$ cat src/core/pcr_pkg.sv
// power, clock and reset control: shared constants and types
// assumes a 32-bit apb slave on a 100 MHz pclk
package pcr_pkg;
  // ==========================================================
  // register byte offsets
  localparam logic [11:0] OFF_SLEEP_CTL = 12'h000;
  localparam logic [11:0] OFF_CPU_CLK = 12'h004;
  localparam logic [11:0] OFF_SLOW_CLK = 12'h008;
  localparam logic [11:0] OFF_OSC_STAT = 12'h00c;
  localparam logic [11:0] OFF_PWR_STAT = 12'h010;
  localparam logic [11:0] OFF_PWR_CTL = 12'h014;
  localparam logic [11:0] OFF_SYS_RST = 12'h018;
  localparam logic [11:0] OFF_SLEEP_REQ = 12'h030;
  localparam logic [11:0] OFF_CLK_DEM = 12'h050;
  localparam logic [11:0] OFF_RST_PULSE = 12'h070;
  localparam logic [11:0] OFF_RST_LOCK = 12'h084;
  localparam int NBANK = 5;
  localparam logic [11:0] BANK_SPAN = 12'h014;
  // ==========================================================
  // field positions
  localparam int SC_IMM = 8;
  localparam int SC_ALL = 3;
  localparam int SC_TEST = 2;
  localparam int SC_MODE = 0;
  localparam int OS_LOCK = 8;
  localparam int PS_LINK_CLK = 11;
  localparam int PS_LF_CLK = 10;
  localparam int PS_WDT = 8;
  localparam int PS_SYS = 6;
  localparam int PS_BACKUP = 5;
  localparam int PS_STBY = 4;
  localparam int PS_PLT = 3;
  localparam int PS_PWRGD = 2;
  localparam int PC_SEL = 8;
  localparam int PC_POWER_OK_OUT = 0;
  localparam int SR_SOFT = 8;
  // ==========================================================
  // reset values and patterns
  localparam logic [7:0] CPU_DIV_RST = 8'h04;
  localparam logic [9:0] SLOW_DIV_RST = 10'h1e0;
  localparam logic [31:0] LOCK_PAT = 32'ha6382d4d;
  localparam logic [31:0] UNLOCK_PAT = 32'ha6382d4c;
  // which clock-demand bits belong to a real block
  localparam logic [NBANK-1:0][31:0] DEMAND_MASK = {NBANK{32'hffffffff}};
  // ==========================================================
  // timing: heavy sleep pll relock bound
  localparam int CLK_MHZ = 100;
  localparam int RELOCK_US = 3000;
  localparam int RELOCK_CYC = RELOCK_US * CLK_MHZ;
  typedef enum logic [1:0] {
    PCR_RUN = 2'b00,
    PCR_SLEEP = 2'b01,
    PCR_RELOCK = 2'b11
  } pcr_state_t;
endpackage

$ cat src/core/pcr_div_if.sv
// divisor and tick pair between the controller and a clock divider
// assumes both ends run on the same pclk
`timescale 1ns/1ps
`default_nettype none
interface pcr_div_if;
  logic [9:0] divisor;
  logic tick;
  modport ctl (output divisor, input tick);
  modport div (input divisor, output tick);
endinterface
`default_nettype wire

$ cat src/core/pcr_clk_div.sv
// clock-enable divider: one tick every divisor pclk cycles
// assumes divisor is stable for a period; zero stops the ticks
`timescale 1ns/1ps
`default_nettype none
module pcr_clk_div (
  input wire logic pclk,
  input wire logic presetn,
  pcr_div_if.div dif
);
  typedef struct packed {
    logic [9:0] cnt;
    logic tick;
  } pcr_div_t;
  pcr_div_t div_ff;
  pcr_div_t nxt_div;

  // ==========================================================
  // counter; a zero divisor parks it so the domain stops cleanly
  always_comb begin
    nxt_div = div_ff;
    nxt_div.tick = 1'b0;
    if (dif.divisor == 10'h000) begin
      nxt_div.cnt = 10'h000;
    end else if (div_ff.cnt >= dif.divisor - 10'h001) begin
      nxt_div.cnt = 10'h000;
      nxt_div.tick = 1'b1;
    end else begin
      nxt_div.cnt = div_ff.cnt + 10'h001;
    end
  end

  always_ff @(posedge pclk or negedge presetn) begin
    if (!presetn) begin
      div_ff <= '0;
    end else begin
      div_ff <= nxt_div;
    end
  end

  assign dif.tick = div_ff.tick;
endmodule
`default_nettype wire

$ cat src/core/pcr_ctrl.sv
// power, clock and reset control block with an apb register port
// assumes peripherals obey the sleep/demand handshake and that the
// system reset arrives on presetn; standby reset is separate
//
// Function
// - sleep request bits command each block to sleep; read/write, reset zero
// - unassigned sleep request bits read back what was last written
// - clock demand bits are read-only live status; unassigned read zero
// - writing one to a reset pulse bit resets that peripheral once
// - reset pulses are ignored while locked; unlock pattern opens them
// - immediate bit lets heavy sleep start before pll lock
// - global sleep forces all requests; sleep after wfi with no demand
// - global sleep bit clears when the processor takes an interrupt
// - mode bit picks light sleep (pll on) or heavy (pll off)
// - wake is instant; heavy sleep waits at most 3 ms for relock
// - processor clock is the source divided by an 8-bit divisor
// - slow clock divides by a 10-bit value; zero stops it
// - pll lock flag is read-only live status of the pll_locked input, not reset
// - status shows host link and low frequency clock presence
// - watchdog flag is write-one-clear and survives system reset
// - system reset flag resets to one; a set beats a clear
// - backup rail reset flag; set beats a clearing write
// - standby rail flag resets to one only on standby reset
// - live platform reset and power good levels are readable
// - select bit picks legacy pin or link platform reset
// - firmware bit drives the power ok output, resets to one
// - writing one to soft reset bit requests system reset
//
// The APB slave port is this design's own decision.
`timescale 1ns/1ps
`default_nettype none
module pcr_ctrl #(
  parameter int unsigned RELOCK_CYCLES = pcr_pkg::RELOCK_CYC
) (
  input wire logic pclk,
  input wire logic presetn,
  input wire logic standby_rail_resetn,
  input wire logic psel,
  input wire logic penable,
  input wire logic pwrite,
  input wire logic [11:0] paddr,
  input wire logic [31:0] pwdata,
  output logic [31:0] prdata,
  output logic pready,
  output logic pslverr,
  output logic [4:0][31:0] blk_sleep_req,
  input wire logic [4:0][31:0] blk_clk_demand,
  output logic [4:0][31:0] periph_reset,
  input wire logic cpu_wfi,
  input wire logic cpu_irq_vector,
  input wire logic wake_event,
  input wire logic pll_locked,
  output logic pll_enable,
  output logic main_clk_gate,
  output logic relock_pending,
  output logic cpu_clk_en,
  output logic slow_clk_en,
  input wire logic host_link_clock_seen,
  input wire logic low_freq_input_seen,
  input wire logic watchdog_event,
  input wire logic backup_reset_event,
  input wire logic legacy_reset_n,
  input wire logic link_platform_reset_n,
  output logic platform_reset_n,
  input wire logic main_power_good,
  output logic power_ok_out,
  output logic software_system_reset
);
  typedef struct packed {
    logic [4:0][31:0] sleep_en;
    logic [4:0][31:0] rst_pulse;
    logic sleep_imm;
    logic sleep_all;
    logic sleep_test;
    logic sleep_mode;
    logic [7:0] cpu_div;
    logic [9:0] slow_div;
    logic sys_seen;
    logic backup_seen;
    logic host_sel;
    logic power_ok_drive;
    logic soft_rst;
    logic [31:0] lock_val;
    logic locked;
    pcr_pkg::pcr_state_t state;
    logic [18:0] relock_cnt;
    logic [31:0] rdata;
  } pcr_regs_t;

  // flags kept alive across system reset
  typedef struct packed {
    logic watchdog_fired_flag;
    logic standby_reset_seen;
  } pcr_stby_t;

  pcr_regs_t st_ff;
  pcr_regs_t nxt_st;
  pcr_stby_t sb_ff;
  pcr_stby_t nxt_sb;
  pcr_div_if cpu_dif ();
  pcr_div_if slow_dif ();
  logic wr;
  logic rd_setup;
  logic sleep_ok;
  logic no_demand;
  logic [3:0] hit_req;
  logic [3:0] hit_dem;
  logic [3:0] hit_pls;
  logic mapped;
  logic [31:0] rd_val;

  // ==========================================================
  // address decode for the five-word banks: {hit, index}
  function automatic logic [3:0] bank_hit(input logic [11:0] a,
                                          input logic [11:0] base);
    logic [11:0] d;
    d = a - base;
    bank_hit = {(a >= base) && (d < pcr_pkg::BANK_SPAN) &&
                (a[1:0] == 2'b00), d[4:2]};
  endfunction

  assign wr = psel && penable && pwrite;
  assign rd_setup = psel && !penable && !pwrite;
  assign hit_req = bank_hit(paddr, pcr_pkg::OFF_SLEEP_REQ);
  assign hit_dem = bank_hit(paddr, pcr_pkg::OFF_CLK_DEM);
  assign hit_pls = bank_hit(paddr, pcr_pkg::OFF_RST_PULSE);
  assign no_demand = ((blk_clk_demand & pcr_pkg::DEMAND_MASK) == '0);
  // heavy sleep may start unlocked only with the immediate bit
  assign sleep_ok = pll_locked || (st_ff.sleep_imm && st_ff.sleep_mode);
  assign platform_reset_n = st_ff.host_sel ? legacy_reset_n
                                           : link_platform_reset_n;

  // ==========================================================
  // read mux; data is captured in the setup cycle so that the
  // access cycle answers with zero wait states
  always_comb begin
    rd_val = 32'h00000000;
    mapped = 1'b1;
    if (hit_req[3]) begin
      rd_val = st_ff.sleep_en[hit_req[2:0]];
    end else if (hit_dem[3]) begin
      rd_val = blk_clk_demand[hit_dem[2:0]] &
               pcr_pkg::DEMAND_MASK[hit_dem[2:0]];
    end else if (hit_pls[3]) begin
      rd_val = 32'h00000000;
    end else begin
      unique case (paddr)
        pcr_pkg::OFF_SLEEP_CTL: begin
          rd_val[pcr_pkg::SC_IMM] = st_ff.sleep_imm;
          rd_val[pcr_pkg::SC_ALL] = st_ff.sleep_all;
          rd_val[pcr_pkg::SC_TEST] = st_ff.sleep_test;
          rd_val[pcr_pkg::SC_MODE] = st_ff.sleep_mode;
        end
        pcr_pkg::OFF_CPU_CLK: rd_val[7:0] = st_ff.cpu_div;
        pcr_pkg::OFF_SLOW_CLK: rd_val[9:0] = st_ff.slow_div;
        pcr_pkg::OFF_OSC_STAT: rd_val[pcr_pkg::OS_LOCK] = pll_locked;
        pcr_pkg::OFF_PWR_STAT: begin
          rd_val[pcr_pkg::PS_LINK_CLK] = host_link_clock_seen;
          rd_val[pcr_pkg::PS_LF_CLK] = low_freq_input_seen;
          rd_val[pcr_pkg::PS_WDT] = sb_ff.watchdog_fired_flag;
          rd_val[pcr_pkg::PS_SYS] = st_ff.sys_seen;
          rd_val[pcr_pkg::PS_BACKUP] = st_ff.backup_seen;
          rd_val[pcr_pkg::PS_STBY] = sb_ff.standby_reset_seen;
          rd_val[pcr_pkg::PS_PLT] = platform_reset_n;
          rd_val[pcr_pkg::PS_PWRGD] = main_power_good;
        end
        pcr_pkg::OFF_PWR_CTL: begin
          rd_val[pcr_pkg::PC_SEL] = st_ff.host_sel;
          rd_val[pcr_pkg::PC_POWER_OK_OUT] = st_ff.power_ok_drive;
        end
        pcr_pkg::OFF_SYS_RST: rd_val = 32'h00000000;
        pcr_pkg::OFF_RST_LOCK: rd_val = st_ff.lock_val;
        default: mapped = 1'b0;
      endcase
    end
  end

  // ==========================================================
  // next state of every system-reset register and of the sleep sequencer
  always_comb begin
    nxt_st = st_ff;
    nxt_st.rst_pulse = '0;
    nxt_st.soft_rst = 1'b0;
    if (rd_setup) begin
      nxt_st.rdata = rd_val;
    end
    if (wr && hit_req[3]) begin
      nxt_st.sleep_en[hit_req[2:0]] = pwdata;
    end
    if (wr && hit_pls[3] && !st_ff.locked) begin
      nxt_st.rst_pulse[hit_pls[2:0]] = pwdata;
    end
    if (wr && paddr == pcr_pkg::OFF_SLEEP_CTL) begin
      nxt_st.sleep_imm = pwdata[pcr_pkg::SC_IMM];
      nxt_st.sleep_all = pwdata[pcr_pkg::SC_ALL];
      nxt_st.sleep_test = pwdata[pcr_pkg::SC_TEST];
      nxt_st.sleep_mode = pwdata[pcr_pkg::SC_MODE];
    end
    // taking an interrupt cancels a pending global sleep
    if (cpu_irq_vector) begin
      nxt_st.sleep_all = 1'b0;
    end
    if (wr && paddr == pcr_pkg::OFF_CPU_CLK) begin
      nxt_st.cpu_div = pwdata[7:0];
    end
    if (wr && paddr == pcr_pkg::OFF_SLOW_CLK) begin
      nxt_st.slow_div = pwdata[9:0];
    end
    // write-one-clear flags; a new event in the same cycle wins
    if (wr && paddr == pcr_pkg::OFF_PWR_STAT) begin
      if (pwdata[pcr_pkg::PS_SYS]) nxt_st.sys_seen = 1'b0;
      if (pwdata[pcr_pkg::PS_BACKUP]) nxt_st.backup_seen = 1'b0;
    end
    if (backup_reset_event) begin
      nxt_st.backup_seen = 1'b1;
    end
    if (st_ff.soft_rst) begin
      nxt_st.sys_seen = 1'b1;
    end
    if (wr && paddr == pcr_pkg::OFF_PWR_CTL) begin
      nxt_st.host_sel = pwdata[pcr_pkg::PC_SEL];
      nxt_st.power_ok_drive = pwdata[pcr_pkg::PC_POWER_OK_OUT];
    end
    if (wr && paddr == pcr_pkg::OFF_SYS_RST && pwdata[pcr_pkg::SR_SOFT]) begin
      nxt_st.soft_rst = 1'b1;
    end
    // any value is stored; only the two patterns move the lock
    if (wr && paddr == pcr_pkg::OFF_RST_LOCK) begin
      nxt_st.lock_val = pwdata;
      if (pwdata == pcr_pkg::LOCK_PAT) nxt_st.locked = 1'b1;
      if (pwdata == pcr_pkg::UNLOCK_PAT) nxt_st.locked = 1'b0;
    end
    // sleep sequencer: run -> sleep -> (relock) -> run
    unique case (st_ff.state)
      pcr_pkg::PCR_RUN: begin
        if ((&blk_sleep_req) && cpu_wfi && no_demand && sleep_ok) begin
          nxt_st.state = pcr_pkg::PCR_SLEEP;
        end
      end
      pcr_pkg::PCR_SLEEP: begin
        nxt_st.relock_cnt = 19'h00000;
        if (wake_event) begin
          nxt_st.state = st_ff.sleep_mode ? pcr_pkg::PCR_RELOCK
                                          : pcr_pkg::PCR_RUN;
        end
      end
      pcr_pkg::PCR_RELOCK: begin
        // clock already runs; this only bounds the wait for lock
        nxt_st.relock_cnt = st_ff.relock_cnt + 19'h00001;
        if (pll_locked ||
            st_ff.relock_cnt >= 19'(RELOCK_CYCLES - 1)) begin
          nxt_st.state = pcr_pkg::PCR_RUN;
        end
      end
      default: nxt_st.state = pcr_pkg::PCR_RUN;
    endcase
  end

  always_ff @(posedge pclk or negedge presetn) begin
    if (!presetn) begin
      st_ff <= '0;
      st_ff.cpu_div <= pcr_pkg::CPU_DIV_RST;
      st_ff.slow_div <= pcr_pkg::SLOW_DIV_RST;
      st_ff.sys_seen <= 1'b1;
      st_ff.host_sel <= 1'b1;
      st_ff.power_ok_drive <= 1'b1;
      st_ff.lock_val <= pcr_pkg::LOCK_PAT;
      st_ff.locked <= 1'b1;
      st_ff.state <= pcr_pkg::PCR_RUN;
    end else begin
      st_ff <= nxt_st;
    end
  end

  // ==========================================================
  // standby-domain flags: untouched by the system reset
  always_comb begin
    nxt_sb = sb_ff;
    if (wr && paddr == pcr_pkg::OFF_PWR_STAT) begin
      if (pwdata[pcr_pkg::PS_WDT]) nxt_sb.watchdog_fired_flag = 1'b0;
      if (pwdata[pcr_pkg::PS_STBY]) nxt_sb.standby_reset_seen = 1'b0;
    end
    if (watchdog_event) begin
      nxt_sb.watchdog_fired_flag = 1'b1;
    end
  end

  always_ff @(posedge pclk or negedge standby_rail_resetn) begin
    if (!standby_rail_resetn) begin
      sb_ff.watchdog_fired_flag <= 1'b0;
      sb_ff.standby_reset_seen <= 1'b1;
    end else begin
      sb_ff <= nxt_sb;
    end
  end

  // ==========================================================
  // clock enables for the processor and slow domains
  assign cpu_dif.divisor = {2'b00, st_ff.cpu_div};
  assign slow_dif.divisor = st_ff.slow_div;
  pcr_clk_div u_cpu_div (.pclk(pclk), .presetn(presetn), .dif(cpu_dif));
  pcr_clk_div u_slow_div (.pclk(pclk), .presetn(presetn), .dif(slow_dif));
  assign cpu_clk_en = cpu_dif.tick;
  assign slow_clk_en = slow_dif.tick;

  // ==========================================================
  // outputs
  assign blk_sleep_req = st_ff.sleep_en | {5{{32{st_ff.sleep_all}}}};
  assign periph_reset = st_ff.rst_pulse;
  assign main_clk_gate = (st_ff.state == pcr_pkg::PCR_SLEEP);
  assign pll_enable = !(main_clk_gate && st_ff.sleep_mode);
  assign relock_pending = (st_ff.state == pcr_pkg::PCR_RELOCK);
  assign power_ok_out = st_ff.power_ok_drive;
  assign software_system_reset = st_ff.soft_rst;
  assign prdata = st_ff.rdata;
  assign pready = 1'b1;
  assign pslverr = psel && penable && !mapped;
endmodule
`default_nettype wire

$ cat config.mk
export PLATFORM = sky130hd
export DESIGN_NAME = pcr_ctrl
export DESIGN_NICKNAME = d
export VERILOG_FILES = /design/src/core/pcr_pkg.sv /design/src/core/pcr_div_if.sv /design/src/core/pcr_clk_div.sv /design/src/core/pcr_ctrl.sv
export SDC_FILE = /design/constraint.sdc
export NUM_CORES = 1
export LEC_CHECK = 0
export ABC_CLOCK_PERIOD_IN_PS = 2600
export BUFFER_PORTS_ARGS = -buffer_cell sky130_fd_sc_hd__buf_2
export CAP_MARGIN = 5
export CELL_PAD_IN_SITES_DETAIL_PLACEMENT = 1
export CELL_PAD_IN_SITES_GLOBAL_PLACEMENT = 2
export CORE_UTILIZATION = 31
export CTS_BUF_LIST = sky130_fd_sc_hd__clkbuf_4 sky130_fd_sc_hd__clkbuf_8 sky130_fd_sc_hd__clkbuf_16
export CTS_CLUSTER_SIZE = 24
export DETAILED_ROUTE_END_ITERATION = 8
export PLACE_DENSITY_LB_ADDON = 0.1
export SKIP_CTS_REPAIR_TIMING = 1
export SKIP_LAST_GASP = 1
export SLEW_MARGIN = 20
export SYNTH_ARGS = -nofsm -noshare
export SYNTH_HDL_FRONTEND = slang
export SYNTH_HIERARCHICAL = 1
export SYNTH_SLANG_ARGS = --single-unit
$ cat constraint.sdc
create_clock -name pclk -period 2.6 [get_ports pclk]
set_clock_uncertainty 0.2 [all_clocks]
set_input_delay 0.13 -clock pclk [delete_from_list [all_inputs] [get_ports pclk]]
set_output_delay 0.13 -clock pclk [all_outputs]
set_load 0.02 [all_outputs]
# Word level (Yosys, flattened, before mapping)
# Memory sizes are Yosys's and may differ from the RTL's.
# Cells that the tools add are included.
[op_classes]
mux = 56
n_reduce_logical = 59
bitwise_logic = 3
add_sub_neg = 8
n_eq_ne = 14
magnitude_cmp = 14
[op_table]
columns = ["cell", "count"]
rows = [
  ["two-way mux 32 bit", 8],
  ["binary-select mux 32 bit (select 3 bit)", 2],
  ["demux 32 bit (select 3 bit)", 2],
  ["bitwise AND 160 bit", 1],
  ["bitwise mux 160 bit", 1],
  ["logical NOT 160 bit", 1],
  ["two-way mux 160 bit", 1],
  ["OR 160 bit", 1],
  ["AND reduction 160 bit", 1],
  ["equality test 32 bit (second input constant)", 2],
  ["two-way mux 10 bit", 4],
  ["case mux 19 bit (2 select lines)", 1],
  ["equality test 12 x 5 -> 1 bit (second input constant)", 3],
  ["less-than comparator 12 x 5 -> 1 bit (second input constant)", 3],
  ["bitwise AND 32 bit", 1],
  ["logical AND 1 bit", 29],
  ["equality test 12 x 4 -> 1 bit (second input constant)", 2],
  ["greater-or-equal comparator 12 x 7 -> 1 bit (second input constant)", 2],
  ["subtractor 12 x 7 -> 12 bit (second input constant)", 2],
  ["adder 10 x 1 -> 10 bit (second input constant)", 2],
  ["greater-or-equal comparator 10 bit", 2],
  ["logical NOT 10 bit", 2],
  ["two-way mux 1 bit", 20],
  ["two-way mux 20 bit", 1],
  ["other kinds (32)", 60],
]
[word_totals]
n_memories = 1
word_cells = 187
output_inout_bits = 362
input_bits = 221
romBits = 256
reg_bits = 457
[mem_list]
columns = ["name", "words", "width", "rd", "rd_ports_with_merged_regs", "wr", "line", "rtl"]
rows = [
  ["(name not given)", 8, 32, 1, 0, 0, "pcr_ctrl.sv:143", "pcr_pkg::DEMAND_MASK[hit_dem[2:0]];"],
]

# Longest topological paths before layout
[logic_depth]
depth_word = 9
ltp_mapped = 12
depth_no_buf = 10

# Cells and area by module
# The synthesis kept the hierarchy.
[by_module_without_submodules]
columns = ["module", "cells_each", "instances", "seq_area_each_um2", "area_per_inst_um2"]
rows = [
  ["pcr_ctrl", 2078, 1, 10916.7, 23037.1],
  ["pcr_clk_div", 93, 2, 275.3, 928.4],
]

# Worst setup path before layout
# No wires, ideal clock.
[synth_timing]
path_type = "input-to-reg"
start = "input port paddr[4]"
end = "register st_ff[354] (netlist name)"
slack_ps = -333
cell_stages = 10
setup_ps = 125
arrival_time_ps = 2608
path_buffers = 4
t_required_ps = 2275
path_cell_list = "clkbuf_1 > inv_1 > clkbuf_1 > ha_1 > buf_4 > a211oi_4 > o211ai_4 > nor4_4 > buf_6 > mux2_2"
[synth_between]
elab_chain_len = 6
elab_cells_between_ends = 12
classes_between = "add/sub: 1; order compare: 4; mux: 3; reduce/logical: 4"
[synth_rtl]
columns = ["element", "line", "rtl"]
rows = [
  ["start, declared", "pcr_ctrl.sv:41", "input wire logic [11:0] paddr,"],
  ["subtractor 12 x 6 -> 12 bit", "pcr_ctrl.sv:117", "d = a - base;"],
  ["less-than comparator 3 x 4 -> 1 bit (implied by the code) / greater-or-equal comparator 3 x 1 -> 1 bit (equally long branches)", "pcr_ctrl.sv:188", "nxt_st.sleep_en[hit_req[2:0]] = pwdata;"],
  ["logical AND 1 bit (implied by the code)", "pcr_ctrl.sv:188", ""],
  ["two-way mux 32 bit (implied by the code)", "pcr_ctrl.sv:188", ""],
  ["demux 32 bit (select 3 bit)", "pcr_ctrl.sv:188", ""],
  ["bitwise mux 160 bit", "pcr_ctrl.sv:188", ""],
  ["end signal, assigned", "pcr_ctrl.sv:271", "st_ff <= nxt_st;"],
  ["end, declared", "pcr_ctrl.sv:96", "pcr_regs_t st_ff;"],
]
# Parallel ways exist; a longest one is shown, timed or not.
# A chain may end at the register's enable or synchronous reset.

==> results_dict.tcl <==
set metrics [dict create \
    numCtsBuffers 54 \
    synth_ff_type "dfrtp_1" \
    maxSlewHeadroom_pct 43.21 \
    ys_ff_latch 457 \
    ys_types 77 \
    fillCellCount 8824 \
    portBuffers 581 \
    synthTopCellsByArea "dfrtp_1 (43%), mux2_2 (9.5%), buf_4 (5.9%)" \
    worstSetupPathType "register to register" \
    first_pass_iters 5 \
    grtUsageTotal_pct 26.55 \
    routed_wl_um 110900 \
    final.period_utilization_pct 102.7 \
    violations "hold timing, setup timing" \
    nets 3086 \
    grt_max_degree 165 \
    synth.top_cell.area_share_pct 43.43 \
    row_count 103 \
    dp_hpwl_um 84610 \
    required_ns 2.94 \
    synthArstFlopShare_pct 100.0 \
    status "complete, but fails checks" \
    rsz0062_at_grt "yes" \
    hold_ws_ns -0.06767 \
    initial_core_util_pct 31.41 \
    multi_input_area_um2 11330 \
    num_vias 20261 \
    grt_pass1_vias 21297 \
    drive_above_1_share_pct 48.75 \
    timing.rr.start "cpu_dif.divisor[4]$_DFFE_PN0P_" \
    instances_no_fill 3935 \
    routedWlPerCell_um 28.19 \
    maxSlewViolCount 0 \
    grt_antenna_before_repair 8 \
    cts_root_buffer "clkbuf_16" \
    layout_setup_ws_ns -0.07135 \
    ys_seq_area_share_pct 46.06 \
    startpoint_type "register" \
    synth_commonest_cells "dfrtp_1 (432), mux2_2 (209), buf_4 (194)" \
    ant_nets 0 \
    syn_inst 2264 \
    die_w_um 285.4 \
    top_level_ports 583 \
    cts.sinks 457 \
    die_area_um2 81440 \
    areaGrowthSynthToFinish_pct 27.76 \
    gp_congestion 0.8633 \
    coreArea_um2 79260 \
    crit_fanout 4 \
    power.density_nw_per_um2 555.9 \
    maxCapViolations 0 \
    post-synth-top-area-cell "dfrtp_1" \
    vdd_drop_max_mv 0.5402 \
    via_per_inst 5.149 \
    regArea_um2 11470 \
    drt-initial-drc-count 1256 \
    dp_cells 3733 \
    grt_overflow 0 \
    route.detailed.drc 0 \
    clkLatencyLatePin_ns 0.63 \
    min_from "blk_clk_demand[73]" \
    cp.arrival_ns 3.01 \
    cts_max_path_buffers 3 \
    setup_violations 16 \
    hold_path.class "primary input to register" \
    layout_min_cycle_time_ns 2.671 \
    fmax_ghz 0.3743 \
    yosysWarnings 6 \
    syn_avg_cell_area_um2 11.00 \
    p_leak_uw 0.01612 \
    hold_violations 7 \
    crit_path_start "cpu_dif.divisor[4]$_DFFE_PN0P_" \
    die_y_um 285.4 \
    cp-end-kind "register" \
    cts.clk_slew.worst_paths_ns 0.06 \
    cts_max_level 2 \
    syn_area_um2 24890 \
    grt_pass1_wl_um 157300 \
    yosysMostFrequentCell "dfrtp_1" \
    total_power_uw 17680 \
    tightestPinTransition_ns 0.8473 \
    synth_edf_count 0 \
    cts_tree "yes" \
]
[registers in the layout, summed over array words and instances, names as in the netlist]
| register | cells |
|---|---|
| st_ff | 221 |
| periph_reset | 160 |
| prdata | 32 |
| slow_dif.divisor | 10 |
| u_cpu_div/div_ff | 10 |
| u_slow_div/div_ff | 10 |
| cpu_dif.divisor | 8 |
| sb_ff | 2 |
| power_ok_out | 1 |
| software_system_reset | 1 |
| u_cpu_div/dif.tick | 1 |
| u_slow_div/dif.tick | 1 |
[critical path, stage by stage (launching register included)]
cell	delay [ns]
dfrtp_1	0.41
nor4_4	0.31
or3b_4	0.42
xor2_1	0.15
ha_1	0.28
nand4_1	0.12
nor2_1	0.06
a211o_1	0.29
buf_4	0.18
nor3_4	0.16
[per-stage QoR]
stage          instance area [um2]  TNS (ns)  util, %  worst slack (ns)
2_1_floorplan                24940         0        -          0.001146
3_3_place_gp                 28740    -52.44    36.26           -0.3762
3_5_place_dp                 28740    -69.74    36.26           -0.3870
4_1_cts                      30690    -2.970    38.73           -0.1944
5_1_grt                      31800    -2.406    40.12           -0.1574
6_report                     31810   -0.6147    40.13          -0.07135
[power by group]
group	total [uW]	leakage [uW]	switching, uW	internal, uW
Clock	8340	0.000942	3360	4980
Sequential	7370	0.00621	125	7240
Combinational	1980	0.00897	1210	766
[per-layer routing]
layer  global-route usage [%]  part of all wire [%]
met5                        0                 0.050
met4                    6.925                   2.8
met3                    3.664                   4.2
met2                    46.15                    50
met1                    34.50                    43
[cells by family after synthesis]
group                    Yosys count  share of synthesized area (%)
AND/OR/NAND/NOR                  822                          19.50
flip-flops                       457                          46.06
buffers and inverters            383                          9.208
multiplexers                     290                          15.87
AO/OA/AOI/OAI                    236                          6.273
XOR/XNOR                          44                          1.548
adder cells (fa/ha/maj)           30                          1.508
other                              2                        0.03017
[final cells by class]
class / count / area share, %
clock buffers: 70 / 4.823
repair buffers: 870 / 17.70
well taps: 1050 / 4.131
flip-flops and latches: 457 / 36.07
multi-input cells: 1428 / 35.62
diodes: 5 / 0.03934
inverters: 24 / 0.2911
clock inverters: 31 / 1.334
[path summary, 6_finish.rpt]
path                       depth (start not counted)  slack (ns)                       endpoint
setup / recovery                                   9       -0.07  u_cpu_div/div_ff[8]$_DFF_PN0_
hold / removal                                     6       -0.07          st_ff[51]$_DFFE_PN0P_
setup reg to reg                                   9       -0.07  u_cpu_div/div_ff[8]$_DFF_PN0_
hold reg to reg                                    2        0.30          prdata[2]$_DFFE_PN0P_
max in group asynchronous                          3        1.74          st_ff[64]$_DFFE_PN1P_
min in group asynchronous                          3        0.02     periph_reset[58]$_DFF_PN0_
[placed cells by master, fill, tap and decap left out, types with 26 or more instances in the layout]
cell / instances
buf_2: 577
dfrtp_1: 431
mux2_2: 209
buf_4: 175
or2_2: 161
and2_1: 161
nand2_1: 149
dlygate4sd3_1: 91
o21ai_0: 67
nor4_1: 64
nand4_1: 62
mux4_2: 62
clkbuf_16: 54
nor2_1: 44
a21oi_1: 43
nand3_1: 40
xnor2_1: 31
a211oi_1: 28
ha_1: 27
nor3_1: 26
No activity file was read; power rests on OpenSTA's default activity.
